===== config.mk =====
export PLATFORM = sky130hd
export DESIGN_NAME = nmrps_top
export DESIGN_NICKNAME = d
export VERILOG_FILES = /design/src/nmrps_pkg.sv /design/src/nmrps_pulse_if.sv /design/src/nmrps_pulser.sv /design/src/nmrps_top.sv
export SDC_FILE = /design/constraint.sdc
export NUM_CORES = 1
export LEC_CHECK = 0
export BUFFER_PORTS_ARGS = -buffer_cell sky130_fd_sc_hd__buf_2
export CAP_MARGIN = 20
export CORE_MARGIN = 4
export CORE_UTILIZATION = 45
export CTS_BUF_LIST = sky130_fd_sc_hd__clkbuf_8 sky130_fd_sc_hd__clkbuf_16
export DETAILED_ROUTE_END_ITERATION = 8
export SETUP_SLACK_MARGIN = 0.15
export SYNTH_ARGS = -nofsm -noshare
export SYNTH_HDL_FRONTEND = slang
export SYNTH_SLANG_ARGS = --single-unit

===== constraint.sdc =====
create_clock -name aclk -period 4.7 [get_ports aclk]
set_input_delay 0 -clock aclk [delete_from_list [all_inputs] [get_ports aclk]]
set_output_delay 0 -clock aclk [all_outputs]
set_load 0.02 [all_outputs]

===== src/nmrps_pkg.sv =====
// package: constants and types for the probe pulser and zero-crossing counter
package nmrps_pkg;
  // clock and timing
  localparam int CLK_HZ = 40000000;
  localparam int EXC_NS = 7000;
  localparam int HOLD_NS = 10000;
  localparam int EXC_CYC = (EXC_NS * (CLK_HZ / 1000000)) / 1000;
  localparam int HOLD_CYC = (HOLD_NS * (CLK_HZ / 1000000)) / 1000;
  localparam int REF_HZ = 20000000;
  // register byte offsets
  localparam logic [7:0] REG_CTRL = 8'h00;
  localparam logic [7:0] REG_THRESH = 8'h04;
  localparam logic [7:0] REG_MAXT = 8'h08;
  localparam logic [7:0] REG_XCNT = 8'h0C;
  localparam logic [7:0] REG_TCNT = 8'h10;
  localparam logic [7:0] REG_STAT = 8'h14;
  localparam logic [7:0] REG_PROBE = 8'h18;
  // control field positions
  localparam int CTRL_WSEL = 0;
  localparam int CTRL_ARM = 1;
  // reset values and bus response codes
  localparam logic [31:0] CTRL_RST = 32'h0000_0000;
  localparam logic [11:0] THRESH_RST = 12'h064;
  localparam logic [31:0] MAXT_RST = 32'h0003_0D40;
  localparam logic [1:0] RESP_OK = 2'b00;
  localparam logic [1:0] RESP_ERR = 2'b10;
  // width of counters and pulse timer, pulse lengths and probe count
  localparam int CW = 32;
  localparam int TW = 16;
  localparam logic [TW-1:0] EXC_LEN = TW'(EXC_CYC);
  localparam logic [TW-1:0] HOLD_LEN = TW'(HOLD_CYC);
  localparam int NPROBE = 20;

  // counter sequencing states
  typedef enum logic [1:0] {NMRPS_IDLE, NMRPS_WAIT, NMRPS_RUN, NMRPS_DONE}
    nmrps_cstate_t;
endpackage : nmrps_pkg


===== src/nmrps_pulse_if.sv =====
// interface: pulser status toward the counter
`timescale 1ns/1ps
interface nmrps_pulse_if;
  logic excite;
  logic saturation_holdoff;
  logic holdoff_end;
  modport src (output excite, output saturation_holdoff, output holdoff_end);
  modport dst (input excite, input saturation_holdoff, input holdoff_end);
endinterface : nmrps_pulse_if


===== src/nmrps_pulser.sv =====
// module: spin-tip one-shot, excitation width select and saturation hold-off
`timescale 1ns/1ps
module nmrps_pulser
  import nmrps_pkg::*;
(
  // clock and reset
  input wire logic aclk,
  input wire logic aresetn,
  // trigger (already synchronised) and width select
  input wire logic trig,
  input wire logic width_from_trig,
  // status out
  nmrps_pulse_if.src pif
);
  typedef struct packed {
    logic trig_p;
    logic [TW-1:0] exc_cnt;
    logic [TW-1:0] hold_cnt;
    logic hold;
  } nmrps_pstate_t;
  nmrps_pstate_t s_q, s_d;
  logic excite;

  // excitation either from one-shot or from trigger level
  assign excite = width_from_trig ? trig : (s_q.exc_cnt != '0);

  // one-shot and hold-off sequencing
  always_comb begin
    s_d = s_q;
    s_d.trig_p = trig;
    if (s_q.exc_cnt != '0) begin
      s_d.exc_cnt = s_q.exc_cnt - TW'(1);
    end
    if (trig && !s_q.trig_p) begin
      s_d.exc_cnt = EXC_LEN;
    end
    if (excite) begin
      s_d.hold = 1'b1;
      s_d.hold_cnt = HOLD_LEN;
    end else if (s_q.hold_cnt != '0) begin
      s_d.hold_cnt = s_q.hold_cnt - TW'(1);
    end else begin
      s_d.hold = 1'b0;
    end
  end

  // state register
  always_ff @(posedge aclk) begin
    if (!aresetn) begin
      s_q <= '0;
    end else begin
      s_q <= s_d;
    end
  end

  assign pif.excite = excite;
  assign pif.saturation_holdoff = s_q.hold;
  assign pif.holdoff_end = s_q.hold && !s_d.hold;
endmodule : nmrps_pulser


===== src/nmrps_top.sv =====
// module: probe pulser and zero-crossing frequency counter with AXI4-Lite
// Behaviour
// - rising spin-tip trigger starts a one-shot of the excitation length.
// - a static select picks one-shot or trigger width for excitation.
// - reference carrier passes to amplifier only while excitation active.
// - hold-off stays asserted about 10 us after excitation ends.
// - count crossings until envelope below threshold or max time; code stops on a low decay_envelope pin, thresh unused.
// - count 20 MHz clock ticks over the same interval.
// - both counts start and stop on positive zero crossings.
// - frequency is crossings times clock rate over tick count.
// - decode 5-bit address to select exactly one of 20 probes; addresses 20 to 31 select none.
//
// Our own choices: the register addresses and register access over AXI4-Lite.
`timescale 1ns/1ps
module nmrps_top
  import nmrps_pkg::*;
(
  // clock and reset
  input wire logic aclk,
  input wire logic aresetn,
  // axi4-lite write
  input wire logic [7:0] s_axi_awaddr,
  input wire logic s_axi_awvalid,
  output logic s_axi_awready,
  input wire logic [31:0] s_axi_wdata,
  input wire logic [3:0] s_axi_wstrb,
  input wire logic s_axi_wvalid,
  output logic s_axi_wready,
  output logic [1:0] s_axi_bresp,
  output logic s_axi_bvalid,
  input wire logic s_axi_bready,
  // axi4-lite read
  input wire logic [7:0] s_axi_araddr,
  input wire logic s_axi_arvalid,
  output logic s_axi_arready,
  output logic [31:0] s_axi_rdata,
  output logic [1:0] s_axi_rresp,
  output logic s_axi_rvalid,
  input wire logic s_axi_rready,
  // pins from sequencer and receiver
  input wire logic spin_tip_trigger,
  input wire logic probe_addr_in_0,
  input wire logic probe_addr_in_1,
  input wire logic probe_addr_in_2,
  input wire logic probe_addr_in_3,
  input wire logic probe_addr_in_4,
  input wire logic decay_signal,
  input wire logic decay_envelope,
  input wire logic ref_carrier,
  input wire logic tick_clk,
  // pins out
  output logic amp_drive,
  output logic saturation_holdoff,
  output logic [NPROBE-1:0] probe_select
);
  typedef struct packed {
    logic [2:0] trig_s, dec_s, env_s, tick_s;
    logic [4:0] addr_a, addr_b, addr_c;
    logic [CW-1:0] ctrl;
    logic [11:0] thresh;
    logic [CW-1:0] maxt;
    logic [CW-1:0] xcnt, tcnt, tmr;
    logic [CW-1:0] xres, tres;
    logic done, overrun, hend;
    nmrps_cstate_t cst;
    logic [4:0] addr;
    logic [NPROBE-1:0] sel;
    logic amp;
    logic aw_h, w_h;
    logic [7:0] awa;
    logic [31:0] wd;
    logic [3:0] ws;
    logic bv, rv;
    logic [31:0] rd;
    logic [1:0] rr, br;
  } nmrps_state_t;
  nmrps_state_t s_q, s_d;
  nmrps_pulse_if pif ();
  logic [4:0] addr_raw;
  logic trig_ok, env_ok, dec_rise, tick_rise;
  logic wr_go, rd_go;

  // decode a 5-bit address to a one-hot select, none if out of range
  function automatic logic [NPROBE-1:0] probe_dec(input logic [4:0] a);
    logic [NPROBE-1:0] r;
    r = '0;
    for (int i = 0; i < NPROBE; i++) begin
      if (a == 5'(i)) begin
        r[i] = 1'b1;
      end
    end
    return r;
  endfunction : probe_dec

  // merge register bytes under strobe
  function automatic logic [31:0] merge(input logic [31:0] o,
      input logic [31:0] n, input logic [3:0] st);
    logic [31:0] r;
    r = o;
    for (int b = 0; b < 4; b++) begin
      if (st[b]) begin
        r[8*b +: 8] = n[8*b +: 8];
      end
    end
    return r;
  endfunction : merge

  assign addr_raw = {probe_addr_in_4, probe_addr_in_3, probe_addr_in_2,
      probe_addr_in_1, probe_addr_in_0};
  // pin levels taken from stage three as is; edges where stage two is high and stage three low
  assign trig_ok = (s_q.trig_s[1] == s_q.trig_s[2]) ? s_q.trig_s[1]
      : s_q.trig_s[2];
  assign env_ok = s_q.env_s[2];
  assign dec_rise = s_q.dec_s[1] && !s_q.dec_s[2];
  assign tick_rise = s_q.tick_s[1] && !s_q.tick_s[2];

  nmrps_pulser u_pulser (
    .aclk(aclk),
    .aresetn(aresetn),
    .trig(s_q.trig_s[2]),
    .width_from_trig(s_q.ctrl[CTRL_WSEL]),
    .pif(pif)
  );

  assign wr_go = s_q.aw_h && s_q.w_h && !s_q.bv;
  assign rd_go = s_axi_arvalid && !s_q.rv;

  ////////////////////////////////////////////////////////////////////////////
  // next state
  always_comb begin
    s_d = s_q;
    s_d.trig_s = {s_q.trig_s[1:0], spin_tip_trigger};
    s_d.dec_s = {s_q.dec_s[1:0], decay_signal};
    s_d.env_s = {s_q.env_s[1:0], decay_envelope};
    s_d.tick_s = {s_q.tick_s[1:0], tick_clk};
    s_d.addr_a = addr_raw;
    s_d.addr_b = s_q.addr_a;
    s_d.addr_c = s_q.addr_b;
    // latch address only outside acquisition
    if (s_q.addr_b == s_q.addr_c && s_q.cst == NMRPS_IDLE) begin
      s_d.addr = s_q.addr_c;
    end
    s_d.sel = probe_dec(s_q.addr);
    s_d.amp = pif.excite && ref_carrier;
    // zero-crossing measurement
    case (s_q.cst)
      NMRPS_IDLE: begin
        if (s_q.ctrl[CTRL_ARM] && pif.excite) begin
          s_d.cst = NMRPS_WAIT;
          s_d.done = 1'b0;
          s_d.hend = 1'b0;
        end
      end
      NMRPS_WAIT: begin
        // the end of the hold-off pulse opens the start
        if (pif.holdoff_end) begin
          s_d.hend = 1'b1;
        end
        if (s_q.hend && !pif.saturation_holdoff && !pif.excite) begin
          if (dec_rise) begin
            s_d.cst = NMRPS_RUN;
            s_d.xcnt = '0;
            s_d.tcnt = '0;
            s_d.tmr = '0;
          end
        end
      end
      NMRPS_RUN: begin
        s_d.tmr = s_q.tmr + CW'(1);
        if (tick_rise) begin
          s_d.tcnt = s_q.tcnt + CW'(1);
        end
        if (dec_rise) begin
          s_d.xcnt = s_q.xcnt + CW'(1);
          // stop only on a positive crossing
          if (!env_ok || s_q.tmr >= s_q.maxt) begin
            s_d.cst = NMRPS_DONE;
            s_d.xres = s_q.xcnt + CW'(1);
            s_d.tres = s_q.tcnt + (tick_rise ? CW'(1) : CW'(0));
          end
        end
        if (s_q.tcnt == '1) begin
          s_d.overrun = 1'b1;
        end
      end
      NMRPS_DONE: begin
        s_d.done = 1'b1;
        s_d.cst = NMRPS_IDLE;
      end
      default: s_d.cst = NMRPS_IDLE;
    endcase
    // axi write channel capture
    if (s_axi_awvalid && !s_q.aw_h) begin
      s_d.aw_h = 1'b1;
      s_d.awa = s_axi_awaddr;
    end
    if (s_axi_wvalid && !s_q.w_h) begin
      s_d.w_h = 1'b1;
      s_d.wd = s_axi_wdata;
      s_d.ws = s_axi_wstrb;
    end
    if (wr_go) begin
      s_d.aw_h = 1'b0;
      s_d.w_h = 1'b0;
      s_d.bv = 1'b1;
      s_d.br = RESP_OK;
      case (s_q.awa)
        REG_CTRL: s_d.ctrl = merge(s_q.ctrl, s_q.wd, s_q.ws);
        REG_THRESH: s_d.thresh = 12'(merge({20'h0_0000, s_q.thresh},
            s_q.wd, s_q.ws));
        REG_MAXT: s_d.maxt = merge(s_q.maxt, s_q.wd, s_q.ws);
        REG_STAT: begin
          if (s_q.ws[0] && s_q.wd[0] && s_q.cst != NMRPS_DONE) begin
            s_d.done = 1'b0;
          end
          // a run saturating now keeps the flag set
          if (s_q.ws[0] && s_q.wd[1]
              && !(s_q.cst == NMRPS_RUN && s_q.tcnt == '1)) begin
            s_d.overrun = 1'b0;
          end
        end
        default: s_d.br = RESP_ERR;
      endcase
    end
    if (s_q.bv && s_axi_bready) begin
      s_d.bv = 1'b0;
    end
    // axi read
    if (rd_go) begin
      s_d.rv = 1'b1;
      s_d.rr = RESP_OK;
      case (s_axi_araddr)
        REG_CTRL: s_d.rd = s_q.ctrl;
        REG_THRESH: s_d.rd = {20'h0_0000, s_q.thresh};
        REG_MAXT: s_d.rd = s_q.maxt;
        REG_XCNT: s_d.rd = s_q.xres;
        REG_TCNT: s_d.rd = s_q.tres;
        REG_STAT: s_d.rd = {24'h00_0000, pif.saturation_holdoff,
            pif.excite, s_q.cst, env_ok, trig_ok, s_q.overrun, s_q.done};
        REG_PROBE: s_d.rd = {27'h000_0000, s_q.addr};
        default: begin
          s_d.rd = 32'h0000_0000;
          s_d.rr = RESP_ERR;
        end
      endcase
    end
    if (s_q.rv && s_axi_rready) begin
      s_d.rv = 1'b0;
    end
  end

  ////////////////////////////////////////////////////////////////////////////
  // state register
  always_ff @(posedge aclk) begin
    if (!aresetn) begin
      s_q <= '0;
      s_q.ctrl <= CTRL_RST;
      s_q.thresh <= THRESH_RST;
      s_q.maxt <= MAXT_RST;
      s_q.cst <= NMRPS_IDLE;
    end else begin
      s_q <= s_d;
    end
  end

  // outputs
  assign s_axi_awready = !s_q.aw_h;
  assign s_axi_wready = !s_q.w_h;
  assign s_axi_bvalid = s_q.bv;
  assign s_axi_bresp = s_q.br;
  assign s_axi_arready = !s_q.rv;
  assign s_axi_rvalid = s_q.rv;
  assign s_axi_rdata = s_q.rd;
  assign s_axi_rresp = s_q.rr;
  assign amp_drive = s_q.amp;
  assign saturation_holdoff = pif.saturation_holdoff;
  assign probe_select = s_q.sel;
endmodule : nmrps_top


## Word-level counts from Yosys, hierarchy flattened

Index checks and enable logic that the tools add are counted.
Widths: inputs -> output; s select.

- Bits in registers: 412
- Output and inout bits: 63

- Eq/ne operators: 42
- Mux-type cells: 52
- Add/sub/neg operators: 6
- Bitwise logic cells: 1
- Reductions and logical operators: 67
- Order comparisons: 1

Operators with widths:

| kind | number |
|---|---|
| $pmux 32 s7 | 1 |
| $mux 96 | 2 |
| $pmux 96 s2 | 1 |
| $add 32x1->32 const B | 3 |
| $mux 32 | 2 |
| $eq 5x4->1 const B | 8 |
| $reduce_and 3->1 | 13 |
| $add 32x1->32 | 1 |
| $eq 32x32->1 const B | 1 |
| $eq 8x5->1 const B | 4 |
| $ge 32x32->1 | 1 |
| $reduce_bool 16->1 | 2 |
| $sub 16x1->16 const B | 2 |
| $mux 1 | 30 |
| $mux 9 | 3 |
| $eq 8x4->1 const B | 3 |
| $logic_and 1x1->1 | 21 |
| $eq 5x3->1 const B | 4 |
| $eq 5x5->1 const B | 4 |
| $eq 8x3->1 const B | 2 |
| $logic_not 8->1 | 2 |
| $mux 2 | 8 |
| $ne 2x2->1 const B | 7 |
| $logic_not 1->1 | 12 |
| other kinds (21) | 32 |

## Logic depth before layout (Yosys ltp)

- Depth in word-level cells: 8
- Mapped depth: 11
- Mapped depth without buffers: 9

## By module

A second synthesis with hierarchy kept.

- Cell total of the unflattened synthesis: 2304
- Area total of the unflattened synthesis: 20002.9 µm²

By module, submodules not included:

| module | cells each | area each (µm²) | sequential area each (µm²) | times used |
|---|---|---|---|---|
| nmrps_top | 2097 | 18189.9 | 7527.2 | 1 |
| nmrps_pulser | 207 | 1813.0 | 680.7 | 1 |

## Least setup slack after synthesis

No wires, ideal clock.

- Path kind: flip-flop to flip-flop
- Start point: register u_pulser.s_q[17] in the netlist's numbering
- End point: register s_q[210] in the netlist's numbering
- Setup slack: 2.135 ns
- Cell stages (with the launch flop): 11
- Arrival time: 2.494 ns
- Library setup time: 0.070 ns
- Required time: 4.630 ns
- Path through: dfxtp_1 inv_1 ha_1 nor4b_2 nand3_2 or3_1 buf_2 a311oi_2 nand3_2 or4_1 a21oi_1

- Longest elaborated chain between the ends: 6

Ends and longest elaborated chain:

| what | RTL line | source |
|---|---|---|
| start, declared | nmrps_pulser.sv:21 | `nmrps_pstate_t s_q, s_d;` |
| start signal, assigned | nmrps_pulser.sv:50 | `s_q <= '0;` |
| start signal, assigned | nmrps_pulser.sv:52 | `s_q <= s_d;` |
| $reduce_bool 16->1 | nmrps_pulser.sv:25 | `assign excite = width_from_trig ? trig : (s_q.exc_cnt != '0);` |
| $mux 1 | nmrps_pulser.sv:25 |  |
| $logic_not 1->1 | nmrps_top.sv:159 | `if (s_q.hend && !pif.saturation_holdoff && !pif.excite) begin` |
| $logic_and 1x1->1 | nmrps_top.sv:159 |  |
| $ne 2x2->1 (no source line) | n/a |  |
| $reduce_and 3->1 (no source line) | n/a |  |
| end, declared | nmrps_top.sv:77 | `nmrps_state_t s_q, s_d;` |

Every way passes these cells.
A chain may end at the register's enable or synchronous reset.

## Worst setup path in the final report

- Start point: register u_pulser.s_q[29] in the netlist's numbering
- End point: register s_q[210] in the netlist's numbering

Same word-level chain as after synthesis.

==> metrics <==
Max VDD drop 273 uV; Hold Slack 64.6 ps; post-synthesis sequential area ratio 43.4%; layout net count 2446; antenna violations before repair 0; syn avg cell area 8.32 sq um; leakage dissipation 8.15 nW; Setup Total Neg Slack 0 ps; Post-synth top flop dfxtp_1; Clock Sinks 410; DR WL/cell 18.5 microns; Worst Path Max Fanout 11; Core Rows 74; pin count of the biggest net entering global routing 122; WL met2 24800 microns; commonest non-fill, non-tap cells in the layout dfxtp_1, nand2_1, nand3_1; DR top layer met4; Routed Antenna Nets 0; Syn Std Cell Area 18900 sq um; Worst Path Required 5200 ps; first-pass GRT wire length 84000 microns; area grow syn2layout 15.1%; commonest non-fill, non-tap cell in the layout dfxtp_1; # setup viols final 0; cts bufs inserted 46; clk root buf clkbuf_16; max cap viols 0; Initial Utilization 45.9%; flops & latches, synth 410; Final HPWL DP 36900 microns; layout cells sized above 1 10.9%; fin crit period 3600 ps; drt drc 0; skew final 21.5 ps; Worst-Skew Late Latency 590 ps; worst-margin pin slew 1040 ps; Die X-Extent 213 microns; Routed WL 53600 microns; met3 WL post-DR 2650 microns; Mapped Cells 2272; met1 wire length 23500 microns; run status finished clean; FFs w/ async S/R, synth 0%; CTS tree done; WP data arrival 4100 ps; Max H-tree Level 2; Post-synth EDFFs 0; postcts setup bufs 0; number of distinct library cells after synthesis 60; Worst Hold Class in -> reg; critical path launch point type register; Die Span Y 213 microns; clock buffer depth 3; DR iter-0 viols 1334; total number of vias 16300; post-cts resize count 0; RePlAce Congestion 0.912; vias per inst 5.62; RSZ-0062 raised after global routing false; critical path class reg -> reg; n_diodes 0; core footprint 41200 sq um; # hold bufs at CTS 65; Final Hold Fails 0; PnR Total Power 0.00860 W; Ys Warns 0; number of placed I/O pins 132; total congestion overflow 0; Total Routing Usage GR 23.2%; DRT Pass-1 Iters 5; period utilization 76.5%; power per cell area 395 nW/um^2; Setup crit end kind register; CTS clk-pin slew, worst paths 60 ps; worst relative slew slack 30.9%; number of global-route vias before repair 15500; count of pins over their slew limit 0; Buffers on Ports 129; Die ar. 45400 sq um; Peak Freq 0.278 GHz
[where the power goes]
group	switching, W	leakage (nW)	internal (W)	total, W
sequential	0.000131	3.32	0.00360	0.00373
clock	0.00148	0.828	0.00234	0.00382
combinational	0.000644	4.01	0.000411	0.00105
[final cells by class]
class                           instances  area (sq um)
Clock buffer                           61          1390
Clock inverter                         23           244
Fill cell                            3822         19400
Inverter                               59           226
Multi-Input combinational cell       1602          9550
Sequential cell                       410          8210
Tap cell                              532           666
Timing Repair Buffer                  215          1490
[registers in the layout (all words and copies together), names as in the netlist, 18 cells and up]
signal and flops:
s_d 18, s_q 300, probe_select 20, u_pulser.s_q 33, s_axi_rdata 32
[Yosys cell counts (9+ instances only)]
library cell / n / area share, %
xnor2_1: 52 / 2.4
nor4_1: 12 / 0.40
nor2b_1: 10 / 0.33
nand2_1: 300 / 6.0
nor3_1: 41 / 1.1
buf_4: 56 / 2.2
a221oi_1: 21 / 0.97
ha_1: 43 / 2.8
buf_1: 11 / 0.22
or4_1: 19 / 0.75
and3_1: 23 / 0.76
o21ai_0: 66 / 1.7
inv_1: 59 / 1.2
o22ai_1: 9 / 0.30
xor2_1: 88 / 4.1
o31ai_1: 59 / 2.3
nand2b_1: 15 / 0.50
nand3_1: 198 / 5.2
mux2i_1: 54 / 2.9
a21oi_1: 176 / 4.7
clkbuf_1: 129 / 2.6
and4_1: 16 / 0.74
and2_1: 56 / 1.9
nand4_1: 42 / 1.4
dfxtp_1: 410 / 43
nor2_1: 194 / 3.9
or3_1: 22 / 0.73
[per-layer routing]
| layer | up-vias | global-route usage, % |
|---|---|---|
| met5 | - | 0 |
| met4 | 0 | 11.8 |
| met3 | 125 | 3.36 |
| met2 | 427 | 38.1 |
| met1 | 7821 | 29.9 |
| li1 | 7950 | - |
[critical path, cell delays in order (launching register included)]
cell and delay (ps):
dfxtp_1 340, nor4_1 610, nand2b_1 220, or3_1 540, a311oi_2 840, nand3_2 300, or4_1 530, a21oi_1 140
[kinds of logic after synthesis]
logic type                 after synthesis  synth area share [%]
muxes                                   63                  3.87
other                                    1                0.0198
xor gates and xnor gates               140                  6.48
adders and majority gates               43                  2.85
AOI/OAI and AO/OA                      383                  12.3
and+or+nand+nor                        971                  24.7
buffers and inverters                  261                  6.33
DFF                                    410                  43.4
[stage by stage]
stage	cells	instance area (sq um)	utilization (%)	worst slack [ps]
after floorplan	2273	18900	-	2140
after global placement	2752	19500	47.2	1280
after detailed placement	2753	19500	47.3	1210
after CTS	2902	21800	52.8	1200
after global routing	2902	21800	52.8	803
final	2902	21800	52.8	1100
[final timing paths]
path | start | endpoint | slack [ps] | depth (start not counted)
worst max-delay path | u_pulser.s_q[29]$_SDFFE_PP0N_ | s_q[210]$_SDFFE_PN0P_ | 1100 | 7
worst min-delay path | s_axi_arvalid | s_axi_rdata[6]$_SDFFE_PN0P_ | 60 | 5
worst max register to register | u_pulser.s_q[29]$_SDFFE_PP0N_ | s_q[210]$_SDFFE_PN0P_ | 1100 | 7
worst min register to register | s_d[367]$_SDFF_PN0_ | s_d[368]$_SDFF_PN0_ | 430 | 1
No activity file was read; power rests on OpenSTA's default activity.
